### src/common/dbg_scr_regs.svh
// Offsets, field positions, reset values and timing counts of the debug status block
`ifndef DBG_SCR_REGS_SVH
`define DBG_SCR_REGS_SVH

// ****************************************************************
// Register offsets (byte addresses, word aligned)
// ****************************************************************
`define OFS_STATUS_CTRL      4'h0
`define OFS_RUN_CTRL         4'h4
`define OFS_SYS_STATUS       4'h8
`define OFS_AUTH_CTRL        4'hC

// ****************************************************************
// Field positions in the status and control word
// ****************************************************************
`define BIT_TFO              31
`define BIT_RXF              30
`define BIT_TXF              29
`define BIT_ITO              28
`define BIT_RXO              27
`define BIT_TXU              26
`define BIT_PADV             25
`define BIT_ITE              24
`define BIT_INTD_HI          23
`define BIT_INTD_LO          22

// Run control: write one to clear the progress flag
`define BIT_CLR_PADV         3

// Authentication / environment word positions
`define AUTH_NS_INV          0
`define AUTH_S_INV           1
`define AUTH_ROOT_INV        2
`define AUTH_REALM_INV       3
`define AUTH_S_NONINV        4
`define AUTH_REALM_NONINV    5
`define AUTH_STE             6
`define AUTH_RLTE            7

// ****************************************************************
// Reset values and timing
// ****************************************************************
`define RST_STATUS_CTRL      32'h0000_0000
`define RST_AUTH_CTRL        8'h00
`define PADV_PERIOD_NS       100
`define CLK_PERIOD_NS        25
`define PADV_PERIOD_CYC      ((`PADV_PERIOD_NS + `CLK_PERIOD_NS - 1) / `CLK_PERIOD_NS)

`endif

### src/common/dbg_scr_pkg.sv
// Types shared by the debug status and control block
package dbg_scr_pkg;

    typedef enum logic [1:0] {
        INTD_NONE,
        INTD_MASK,
        INTD_RSVD2,
        INTD_RSVD3
    } intd_mode_t;

    // Transfer-register event inputs from the data channel
    typedef struct packed {
        logic rx_full;
        logic tx_full;
        logic rx_overrun;
        logic tx_underrun;
        logic itr_overrun;
        logic itr_empty;
    } xfer_flags_t;

    // Interrupt mask outputs per security state, physical plus virtual and error
    typedef struct packed {
        logic nonsecure;
        logic secure;
        logic root;
        logic realm;
        logic virt;
        logic serror;
    } irq_mask_t;

    // Authentication inputs
    typedef struct packed {
        logic realm_trace_enable;
        logic secure_trace_enable;
        logic realm_noninv;
        logic secure_noninv;
        logic realm_inv;
        logic root_inv;
        logic secure_inv;
        logic ns_inv;
    } auth_t;

endpackage

### src/rtl/dbg_status_ctrl.sv
// Upper field group of the external debug status and control register
//
// Operation
// - Override set ignores EL1/EL2 trace filters
// - Override disregarded when secure/realm trace blocked
// - Cold reset clears override and receive-full
// - Transmit-full, overrun, underrun read-only, reset zero
// - Receive-full, overrun, underrun ignore writes
// - Instruction overrun clears on Debug entry
// - Instruction flags unknown unless halted
// - Progress sets advance flag; debugger clears
// - Advance flag read-only, warm reset unknown
// - Four-state variant masks enabled security states
// - Masking covers virtual and error interrupts
// - Field effectively zero without non-secure debug
// - Only bit 22 functional, 23 reads zero
// - Cold reset clears interrupt-disable field
// - Two-state variant masks non-secure and secure
// - OS lock lets system software reach fields
// - One 32-bit register holds all fields
`timescale 1ns/10ps
`include "dbg_scr_regs.svh"
module dbg_status_ctrl #(
    parameter bit TRF_IMPL    = 1'b1,
    parameter bit FOUR_STATES = 1'b1,
    parameter int PADV_PERIOD = `PADV_PERIOD_CYC
) (
    // Clock and reset (rst is the cold reset)
    input  wire logic                     clk,
    input  wire logic                     rst,
    input  wire logic                     warm_rst,
    // Avalon-MM slave
    input  wire logic [3:0]               avs_address,
    input  wire logic                     avs_read,
    input  wire logic                     avs_write,
    input  wire logic [31:0]              avs_writedata,
    input  wire logic [3:0]               avs_byteenable,
    output logic [31:0]                   avs_readdata,
    output logic                          avs_waitrequest,
    output logic [1:0]                    avs_response,
    // Processing element state
    input  wire logic                     halted,
    input  wire logic                     os_lock_status,
    input  wire dbg_scr_pkg::xfer_flags_t xfer,
    // System-side indirect access while the OS lock is set
    input  wire logic                     sys_wr,
    input  wire logic [31:0]              sys_wdata,
    output logic [31:0]                   sys_rdata,
    // Effects on the processing element
    output logic                          el1_trace_filter_ctrl_ignore,
    output logic                          el2_trace_filter_ctrl_ignore,
    output dbg_scr_pkg::irq_mask_t        irq_mask
);
    // ****************************************************************
    // Bus handshake
    // ****************************************************************
    // One wait state per access keeps read data registered
    logic        ack_r;
    logic        req;
    logic        wr_acc;
    logic        rd_acc;

    assign req             = avs_read || avs_write;
    assign avs_waitrequest = req && !ack_r;
    assign wr_acc          = avs_write && ack_r;
    assign rd_acc          = avs_read && !ack_r;

    always_ff @(posedge clk or posedge rst) begin
        if (rst) begin
            ack_r <= 1'b0;
        end else begin
            ack_r <= req && !ack_r;
        end
    end

    function automatic logic hit(input logic [3:0] a, input logic [3:0] ofs);
        return a == ofs;
    endfunction

    // ****************************************************************
    // Stored control fields
    // ****************************************************************
    logic                 tfo_r;
    logic                 intd_r;
    dbg_scr_pkg::auth_t   auth_r;
    logic                 wr_main;
    logic                 wr_auth;

    assign wr_main = wr_acc && hit(avs_address, `OFS_STATUS_CTRL) && avs_byteenable[3];
    assign wr_auth = wr_acc && hit(avs_address, `OFS_AUTH_CTRL) && avs_byteenable[0];

    always_ff @(posedge clk or posedge rst) begin
        if (rst) begin
            tfo_r <= 1'b0;
        end else if (!TRF_IMPL) begin
            tfo_r <= 1'b0;
        end else if (os_lock_status && sys_wr) begin
            tfo_r <= sys_wdata[`BIT_TFO];
        end else if (wr_main) begin
            tfo_r <= avs_writedata[`BIT_TFO];
        end
    end

    always_ff @(posedge clk or posedge rst) begin
        if (rst) begin
            intd_r <= 1'b0;
        end else if (os_lock_status && sys_wr) begin
            intd_r <= sys_wdata[`BIT_INTD_LO];
        end else if (avs_byteenable[2] && wr_acc && hit(avs_address, `OFS_STATUS_CTRL)) begin
            intd_r <= avs_writedata[`BIT_INTD_LO];
        end
    end

    always_ff @(posedge clk or posedge rst) begin
        if (rst) begin
            auth_r <= dbg_scr_pkg::auth_t'(`RST_AUTH_CTRL);
        end else if (wr_auth) begin
            auth_r <= dbg_scr_pkg::auth_t'(avs_writedata[7:0]);
        end
    end

    // ****************************************************************
    // Transfer flags
    // ****************************************************************
    // flags follow hardware only, bus writes ignored
    logic rxf_r;
    logic txf_r;
    logic rxo_r;
    logic txu_r;
    logic ito_r;
    logic ite_r;
    logic halted_d_r;

    // transmit-full, overrun, underrun clear on cold reset
    always_ff @(posedge clk or posedge rst) begin
        if (rst) begin
            rxf_r <= 1'b0;
            txf_r <= 1'b0;
            rxo_r <= 1'b0;
            txu_r <= 1'b0;
        end else begin
            rxf_r <= xfer.rx_full;
            txf_r <= xfer.tx_full;
            rxo_r <= xfer.rx_overrun;
            txu_r <= xfer.tx_underrun;
        end
    end

    always_ff @(posedge clk or posedge rst) begin
        if (rst) begin
            halted_d_r <= 1'b0;
        end else begin
            halted_d_r <= halted;
        end
    end

    // instruction overrun clears on Debug entry
    always_ff @(posedge clk or posedge rst) begin
        if (rst) begin
            ito_r <= 1'b0;
            ite_r <= 1'b0;
        end else begin
            ito_r <= (halted && !halted_d_r) ? 1'b0 : xfer.itr_overrun;
            ite_r <= xfer.itr_empty;
        end
    end

    // ****************************************************************
    // Pipeline advance
    // ****************************************************************
    logic padv_r;
    logic padv_tick_w;
    logic clr_padv;

    assign clr_padv = wr_acc && hit(avs_address, `OFS_RUN_CTRL) && avs_byteenable[0]
                      && avs_writedata[`BIT_CLR_PADV];

    padv_tick #(
        .PERIOD (PADV_PERIOD)
    ) u_tick (
        .clk     (clk),
        .rst     (rst),
        .running (!halted),
        .tick    (padv_tick_w)
    );

    // progress sets, write-one clears, set wins
    // warm reset value is left unknown; chosen as zero
    always_ff @(posedge clk or posedge rst) begin
        if (rst) begin
            padv_r <= 1'b0;
        end else if (padv_tick_w) begin
            padv_r <= 1'b1;
        end else if (warm_rst || clr_padv) begin
            padv_r <= 1'b0;
        end
    end

    // ****************************************************************
    // Effective controls
    // ****************************************************************
    logic tfo_eff;
    logic intd_eff;

    // override disregarded when trace is blocked
    assign tfo_eff = tfo_r
                     && !(!auth_r.secure_noninv && auth_r.secure_trace_enable)
                     && !(FOUR_STATES && !auth_r.realm_noninv && auth_r.realm_trace_enable);

    // override ignores EL1 and EL2 filters
    assign el1_trace_filter_ctrl_ignore = tfo_eff;
    assign el2_trace_filter_ctrl_ignore = tfo_eff;

    // effective zero without non-secure invasive debug
    assign intd_eff = intd_r && auth_r.ns_inv;

    // four-state variant masks each enabled state
    // two-state variant masks non-secure and secure
    // virtual and error interrupts masked too
    always_comb begin
        irq_mask           = '0;
        irq_mask.nonsecure = intd_eff;
        irq_mask.secure    = intd_eff && auth_r.secure_inv;
        irq_mask.root      = FOUR_STATES && intd_eff && auth_r.root_inv;
        irq_mask.realm     = FOUR_STATES && intd_eff && auth_r.realm_inv;
        irq_mask.virt      = intd_eff;
        irq_mask.serror    = intd_eff;
    end

    // ****************************************************************
    // Read view
    // ****************************************************************
    // single 32-bit word holds all fields
    logic [31:0] scr_word;

    // instruction flags unknown when running; shown as zero
    always_comb begin
        scr_word                = `RST_STATUS_CTRL;
        scr_word[`BIT_TFO]      = TRF_IMPL ? tfo_r : 1'b0;
        scr_word[`BIT_RXF]      = rxf_r;
        scr_word[`BIT_TXF]      = txf_r;
        scr_word[`BIT_ITO]      = halted ? ito_r : 1'b0;
        scr_word[`BIT_RXO]      = rxo_r;
        scr_word[`BIT_TXU]      = txu_r;
        scr_word[`BIT_PADV]     = padv_r;
        scr_word[`BIT_ITE]      = halted ? ite_r : 1'b0;
        scr_word[`BIT_INTD_HI]  = 1'b0;
        scr_word[`BIT_INTD_LO]  = intd_r;
    end

    // system view of override and field under lock
    always_comb begin
        sys_rdata = 32'h0000_0000;
        if (os_lock_status) begin
            sys_rdata[`BIT_TFO]     = scr_word[`BIT_TFO];
            sys_rdata[`BIT_INTD_LO] = intd_r;
        end
    end

    always_ff @(posedge clk or posedge rst) begin
        if (rst) begin
            avs_readdata <= 32'h0000_0000;
            avs_response <= 2'b00;
        end else if (rd_acc) begin
            avs_response <= 2'b00;
            case (avs_address)
                `OFS_STATUS_CTRL: avs_readdata <= scr_word;
                `OFS_SYS_STATUS:  avs_readdata <= sys_rdata;
                `OFS_AUTH_CTRL:   avs_readdata <= {24'h00_0000, auth_r};
                `OFS_RUN_CTRL:    avs_readdata <= 32'h0000_0000;
                default: begin
                    avs_readdata <= 32'h0000_0000;
                    avs_response <= 2'b10;
                end
            endcase
        end
    end

    // ****************************************************************
    // Checks
    // ****************************************************************
    a_ito_entry_clear: assert property (
        @(posedge clk) disable iff (rst) (halted && !halted_d_r) |=> !ito_r)
        else $error("instruction overrun not cleared on debug entry");

    a_padv_set_wins: assert property (
        @(posedge clk) disable iff (rst) padv_tick_w |=> padv_r)
        else $error("advance flag missed a progress tick");

    a_padv_clear: assert property (
        @(posedge clk) disable iff (rst) (clr_padv && !padv_tick_w && !warm_rst) |=> !padv_r)
        else $error("advance flag not cleared");

    a_intd_bit23: assert property (
        @(posedge clk) disable iff (rst) !scr_word[`BIT_INTD_HI])
        else $error("bit 23 not zero");

    a_intd_eff_zero: assert property (
        @(posedge clk) disable iff (rst) !auth_r.ns_inv |-> (irq_mask == '0))
        else $error("mask active without non-secure debug");

    a_mask_virt: assert property (
        @(posedge clk) disable iff (rst) irq_mask.nonsecure |-> (irq_mask.virt && irq_mask.serror))
        else $error("virtual or error interrupts not masked");

    a_tfo_block: assert property (
        @(posedge clk) disable iff (rst)
        (!auth_r.secure_noninv && auth_r.secure_trace_enable) |-> !el1_trace_filter_ctrl_ignore)
        else $error("override honoured while secure trace blocked");

    a_tfo_follow: assert property (
        @(posedge clk) disable iff (rst)
        (wr_main && TRF_IMPL && !(os_lock_status && sys_wr)) |=> tfo_r == $past(avs_writedata[31]))
        else $error("override write lost");

    a_ro_flags: assert property (
        @(posedge clk) disable iff (rst) ##1 rxf_r == $past(xfer.rx_full))
        else $error("receive full does not follow hardware");

    a_ite_hidden: assert property (
        @(posedge clk) disable iff (rst) !halted |-> !scr_word[`BIT_ITE] && !scr_word[`BIT_ITO])
        else $error("instruction flags visible while running");
endmodule

### src/rtl/padv_tick.sv
// Periodic progress tick generator for the pipeline-advance flag
`timescale 1ns/10ps
module padv_tick #(
    parameter int PERIOD = 4
) (
    // Clock and reset
    input  wire logic clk,
    input  wire logic rst,
    // Control
    input  wire logic running,
    output logic      tick
);
    logic [15:0] cnt_r;

    always_ff @(posedge clk or posedge rst) begin
        if (rst) begin
            cnt_r <= 16'h0000;
        end else if (!running) begin
            cnt_r <= 16'h0000;
        end else if (cnt_r == 16'(PERIOD - 1)) begin
            cnt_r <= 16'h0000;
        end else begin
            cnt_r <= cnt_r + 16'h0001;
        end
    end

    assign tick = running && (cnt_r == 16'(PERIOD - 1));
endmodule

### config.mk
export PLATFORM = sky130hd
export DESIGN_NAME = dbg_status_ctrl
export DESIGN_NICKNAME = d
export VERILOG_FILES = /design/src/common/dbg_scr_pkg.sv /design/src/rtl/dbg_status_ctrl.sv /design/src/rtl/padv_tick.sv
export VERILOG_INCLUDE_DIRS = /design/src /design/src/common
export SDC_FILE = /design/constraint.sdc
export NUM_CORES = 1
export LEC_CHECK = 0
export BUFFER_PORTS_ARGS = -buffer_cell sky130_fd_sc_hd__buf_2
export CORE_MARGIN = 3
export CORE_UTILIZATION = 46
export DETAILED_ROUTE_END_ITERATION = 8
export MAX_ROUTING_LAYER = met4
export PLACE_DENSITY = 0.93
export SYNTH_ARGS = -nofsm -noshare
export SYNTH_HDL_FRONTEND = slang
export SYNTH_SLANG_ARGS = --single-unit
### constraint.sdc
create_clock -name clk -period 3.3 [get_ports clk]
set_input_delay 0 -clock clk [delete_from_list [all_inputs] [get_ports clk]]
set_output_delay 0 -clock clk [all_outputs]
set_load 0.1 [all_outputs]
After elaboration in Yosys (flattened, before gate mapping)
Cells that the tools add are included.
Widths: inputs -> output; s select.

operators by class
  equality and inequality tests = 4
  mux-type cells = 15
  add/subtract/negate cells = 1
  reduce and logical (&&, ||, !) cells = 37

operator list
  kind                   number
  $pmux 32 s3            1
  $mux 16                2
  $logic_and 1x1->1      23
  $add 16x1->16 const B  1
  $eq 16x2->1 const B    1
  $mux 1                 11
  $eq 4x4->1 const B     2
  $logic_not 1->1        7
  $reduce_bool 2->1      3
  $eq 4x3->1 const B     1
  $logic_not 4->1        1
  $reduce_or 4->1        1
  $logic_or 1x1->1       2
  $mux 2                 1

storage, ports and cells
  input port bits = 86
  bits in registers = 69

Longest topological paths before layout
  depth in word-level cells = 7
  mapped depth = 7
  gate-level depth less buffers = 5

By module
Synthesis repeated with hierarchy kept, for this count alone.

unflattened totals
  cell total of the unflattened synthesis = 266
  area, all modules = 2642.5 µm²

by module, submodules not included
  module           cells an instance  area each (µm²)  seq. area each (µm²)  times used
  dbg_status_ctrl  183                1844.3           925.9                 1
  padv_tick        83                 798.3            400.4                 1

Worst setup path after synthesis
Ideal clock, no wire load.

  path kind = register to output
  from = register auth_r[7] in the netlist's numbering
  to = output port el2_trace_filter_ctrl_ignore
  path slack = 812 ps
  cell stages (with the launch flop) = 5
  data required time = 3300 ps
  buffers on the path = 1
  data arrival time = 2488 ps
  path through = dfrtp_1 inv_1 o21ai_0 a21oi_1 buf_4

between the ends
  longest elaborated chain between the ends = 3

ends and longest elaborated chain
  element                 line                    RTL
  from (decl)             dbg_status_ctrl.sv:85   dbg_scr_pkg::auth_t auth_r;
  from (signal assigned)  dbg_status_ctrl.sv:116  auth_r <= dbg_scr_pkg::auth_t'(`RST_AUTH_CTRL);
  from (signal assigned)  dbg_status_ctrl.sv:118  auth_r <= dbg_scr_pkg::auth_t'(avs_writedata[7:0]);
  $logic_and 1x1->1       dbg_status_ctrl.sv:208  && !(FOUR_STATES && !auth_r.realm_noninv && auth_r.realm_trace_enable);
  $logic_not 1->1         dbg_status_ctrl.sv:208
  $logic_and 1x1->1       dbg_status_ctrl.sv:208
  to (decl)               dbg_status_ctrl.sv:51   output logic el2_trace_filter_ctrl_ignore,

Every way passes these cells.

Worst setup path after layout
  from = register ack_r
  to = register avs_readdata[5]

between the ends
  longest elaborated chain between the ends = 2

ends and longest elaborated chain
  element                 line                    RTL
  from (decl)             dbg_status_ctrl.sv:58   logic ack_r;
  from (signal assigned)  dbg_status_ctrl.sv:72   ack_r <= req && !ack_r;
  $logic_not 1->1         dbg_status_ctrl.sv:66   assign rd_acc = avs_read && !ack_r;
  $logic_and 1x1->1       dbg_status_ctrl.sv:66
  to (signal assigned)    dbg_status_ctrl.sv:267  `OFS_STATUS_CTRL: avs_readdata <= scr_word;
  to (signal assigned)    dbg_status_ctrl.sv:268  `OFS_SYS_STATUS: avs_readdata <= sys_rdata;
  to (signal assigned)    dbg_status_ctrl.sv:269  `OFS_AUTH_CTRL: avs_readdata <= {24'h00_0000, auth_r};
  to (decl)               dbg_status_ctrl.sv:38   output logic [31:0] avs_readdata,

Every way passes these cells.
A chain may end at the register's enable or synchronous reset.

==> out/results.ini <==
[sta]
final.min_clock_period_ns=1.91
max_freq_mhz=524
rsz0062_at_grt=no
hold_violations=0
timing.slew.headroom_pct=27.8
final_min_period_over_clock_period_pct=57.8
worstMarginPinSlew_ns=1.08
timing.clock.skew_ns=0.00605
timing.final.max_slew_violations=0
final.setup.tns_ns=0
timing.final.setup_violations=0

[synth]
synth_warnings=0
synth_area_per_cell_sq_um=10.6
synth_async_sr_flop_share_pct=100
synth_sequential_area_ratio_pct=51.0
ys_seq_elements=53
synth-main-ff-cell=sky130_fd_sc_hd__dfrtp_1
syn_inst=245
synth_area_sq_um=2600
number_of_synthesized_flops_with_an_enable_pin=0
synth.distinct_cells=32

[floorplan]
dieArea_sq_um=6600
floorplan.die.height_um=81.2
fp.coreArea_sq_um=5300
fp-row-count=26
boundaryPins=161
initial_utilization_pct=49.1
die_width_um=81.2

[cells_and_area]
fillCellCount=425
insertedDiodeCount=0
final_core_utilization_pct=57.9
finalNetCount=410
post_route_cells_drive_above_1_share_pct=25.9
layout-area-overhead-vs-synth_pct=17.9
stdcell_area_sq_um=3070

[critical_path]
critical-path-slowest-cell=sky130_fd_sc_hd__nor2_1
cp_cell_sequence=nand2b_1, nor2_1, a22o_1
worst_path_fanout_max=20
type_of_the_worst_setup_path=reg -> reg
worst-path-buf-inv=0
worst_path_largest_cell_delay_ns=0.63
worstReg2RegStart=ack_r
critPathCapture=avs_readdata[5]
crit_start=ack_r
critPathArrivalTime_ns=2.15
timing.reg2reg.worst_path_depth=3
worstReg2RegEnd=avs_readdata[5]
r2r_slack_ns=1.39
crit_path_start_kind=flip-flop
critical_path_required_ns=3.54
timing.critical_path.to_type=flip-flop
worst-path-stages=3
critical_path.top_delay_family=simple AND/OR/NAND/NOR gates

[routing]
route.top_layer_used=met4
wirelength_met1_mm=2.17
drt_iter0_drc=142
wire_length_on_met2_mm=2.89
via_count=1918
postRouteWirelength_mm=5.57
routed-wl-met3_um=378
drt_drc_violations_left=0
detailed_route_wire_length_per_cell_um=14.1
vias_per_cell=4.87
drt.antenna.violating_nets=0
drt_pass1_iterations=4

[hold_path]
min-delay-path-class=in -> reg
min_delay_path_depth=3

[global_routing]
grt_max_degree=54
global_route_usage_over_all_layers_pct=17.7
grt_pass1_vias=1926
grt_pass1_wl_mm=8.76
antenna_found_initial=0
grt-ovfl-total=0

[clock_tree]
cts_buffer_depth=2
insertion_delay_ns=0.30
clkSlewWorstSetupHoldPaths_ns=0.09
clock_sinks=53
tritoncts_buffer_count=5
htree_levels=2
cts_tree=done
root_buffer=sky130_fd_sc_hd__clkbuf_8

[placement]
gpl.final_weighted_congestion=0.934
placedInstanceArea_sq_um=2760
placement.io_buffers=61
detailedPlacementHpwl_mm=3.89

[run_status]
status=completed

[flow_run]
cap_viol_max_count=0

[pwr]
powerDensity_nw_per_um2=530
max-vdd-ir-drop_mv=0.284
power_leakage_nw=1.58

-- worst reg2reg max path, delay by kind of cell (launching register included) --
family,cells,cell delay [ns]
and+or+nand+nor,2,1.17
DFF,1,0.45
AOI/OAI and AO/OA,1,0.23
-- cells in the final DEF, fill, tap and decap left out, drive strengths merged --
master,n
buf,61
dfrtp,53
conb,46
nor2,26
dlygate4sd3,21
a22o,13
xnor2,11
nand2,10
inv,10
nor4,9
mux2,8
nand3,7
clkbuf,7
nand4,7
o21ai,5
nor3,4
and2,4
and3,4
a21oi,3
xor2,3
mux2i,2
nand2b,2
a32o,2
nor2b,1
nor3b,1
a21boi,1
o32ai,1
ha,1
clkinv,1
-- metrics by stage --
step	power (mW)	setup WS, ns	hold slack [ns]	instances
4_1_cts	1.63	1.44	0.0195	394
3_5_place_dp	1.23	1.47	0.111	365
6_report	1.63	1.39	0.0189	394
3_3_place_gp	1.22	1.51	0.110	365
5_1_grt	1.69	1.26	0.0228	394
2_1_floorplan	1.22	0.812	0.0314	290
-- state kept, by name (all words and copies together), names as in the netlist --
name / flops
intd_r: 1
ack_r: 1
txu_r: 1
ito_r: 1
txf_r: 1
halted_d_r: 1
rxf_r: 1
auth_r: 8
padv_r: 1
ite_r: 1
u_tick.cnt_r: 16
rxo_r: 1
tfo_r: 1
avs_readdata: 17
avs_response: 1
-- final cells by class --
class                   instances  area (sq um)  area share (%)
well taps                      70          87.6            2.85
flip-flops and latches         53          1330            43.2
clock buffers                   7          96.3            3.14
multi-input cells             171          1000            32.6
repair buffers                 82           515            16.8
inverters                      10          37.5            1.22
clock inverters                 1          5.00           0.163
-- routing by layer --
layer,up-vias,track usage [%]
li1,888,-
met1,920,21.0
met2,96,29.3
met3,14,3.88
met4,0,6.76
met5,-,-
-- worst min path at each step --
stage / slack, ns / end / start
detailed placement: 0.11 / ite_r / xfer[0]
CTS: 0.02 / tfo_r / avs_writedata[31]
global route: 0.02 / tfo_r / avs_writedata[31]
finish: 0.02 / tfo_r / avs_writedata[31]
global placement: 0.11 / txu_r / xfer[2]
floorplan: 0.03 / halted_d_r / halted
-- power breakdown --
group          switching, mW  internal (mW)  leakage (nW)
Combinational          0.454         0.0733         0.817
Sequential            0.0292          0.684         0.706
Clock                  0.198          0.190        0.0542
-- cells in the mapped netlist (all sizes together) (2+ instances only) --
master / n / area share, %
a22o: 13 / 4.4
o21ai: 5 / 0.96
dfrtp: 53 / 51
a21oi: 3 / 0.58
nand4: 7 / 2.3
buf: 55 / 15
nor3: 4 / 0.77
mux2i: 2 / 0.77
inv: 10 / 1.4
xnor2: 11 / 3.7
nor2: 26 / 4.1
and2: 4 / 0.96
nand3: 7 / 1.3
nand2b: 2 / 0.48
mux2: 8 / 3.5
xor2: 3 / 1.0
and3: 4 / 1.0
nand2: 10 / 1.4
nor4: 9 / 2.2
a32o: 2 / 0.77
-- kinds of logic (layout without fill, tap and decap cells) --
family / Yosys count / count (layout) / share of synthesized area (%)
AOI/OAI and AO/OA: 25 / 25 / 7.31
xor gates and xnor gates: 14 / 14 / 4.71
adders and majority gates: 1 / 1 / 0.481
buffers and inverters: 66 / 100 / 17.1
DFF: 53 / 53 / 51.0
muxes: 10 / 10 / 4.23
other: 1 / 46 / 0.144
and+or+nand+nor: 75 / 75 / 15.1
-- timing repair --
action | in CTS | in global routing
hold buffers | 21 | 0
gates resized for setup | 0 | 0
endpoints found under the hold margin | 36 | 0
setup buffers | 0 | 0
Note: power is estimated with default switching activity, not from simulation.
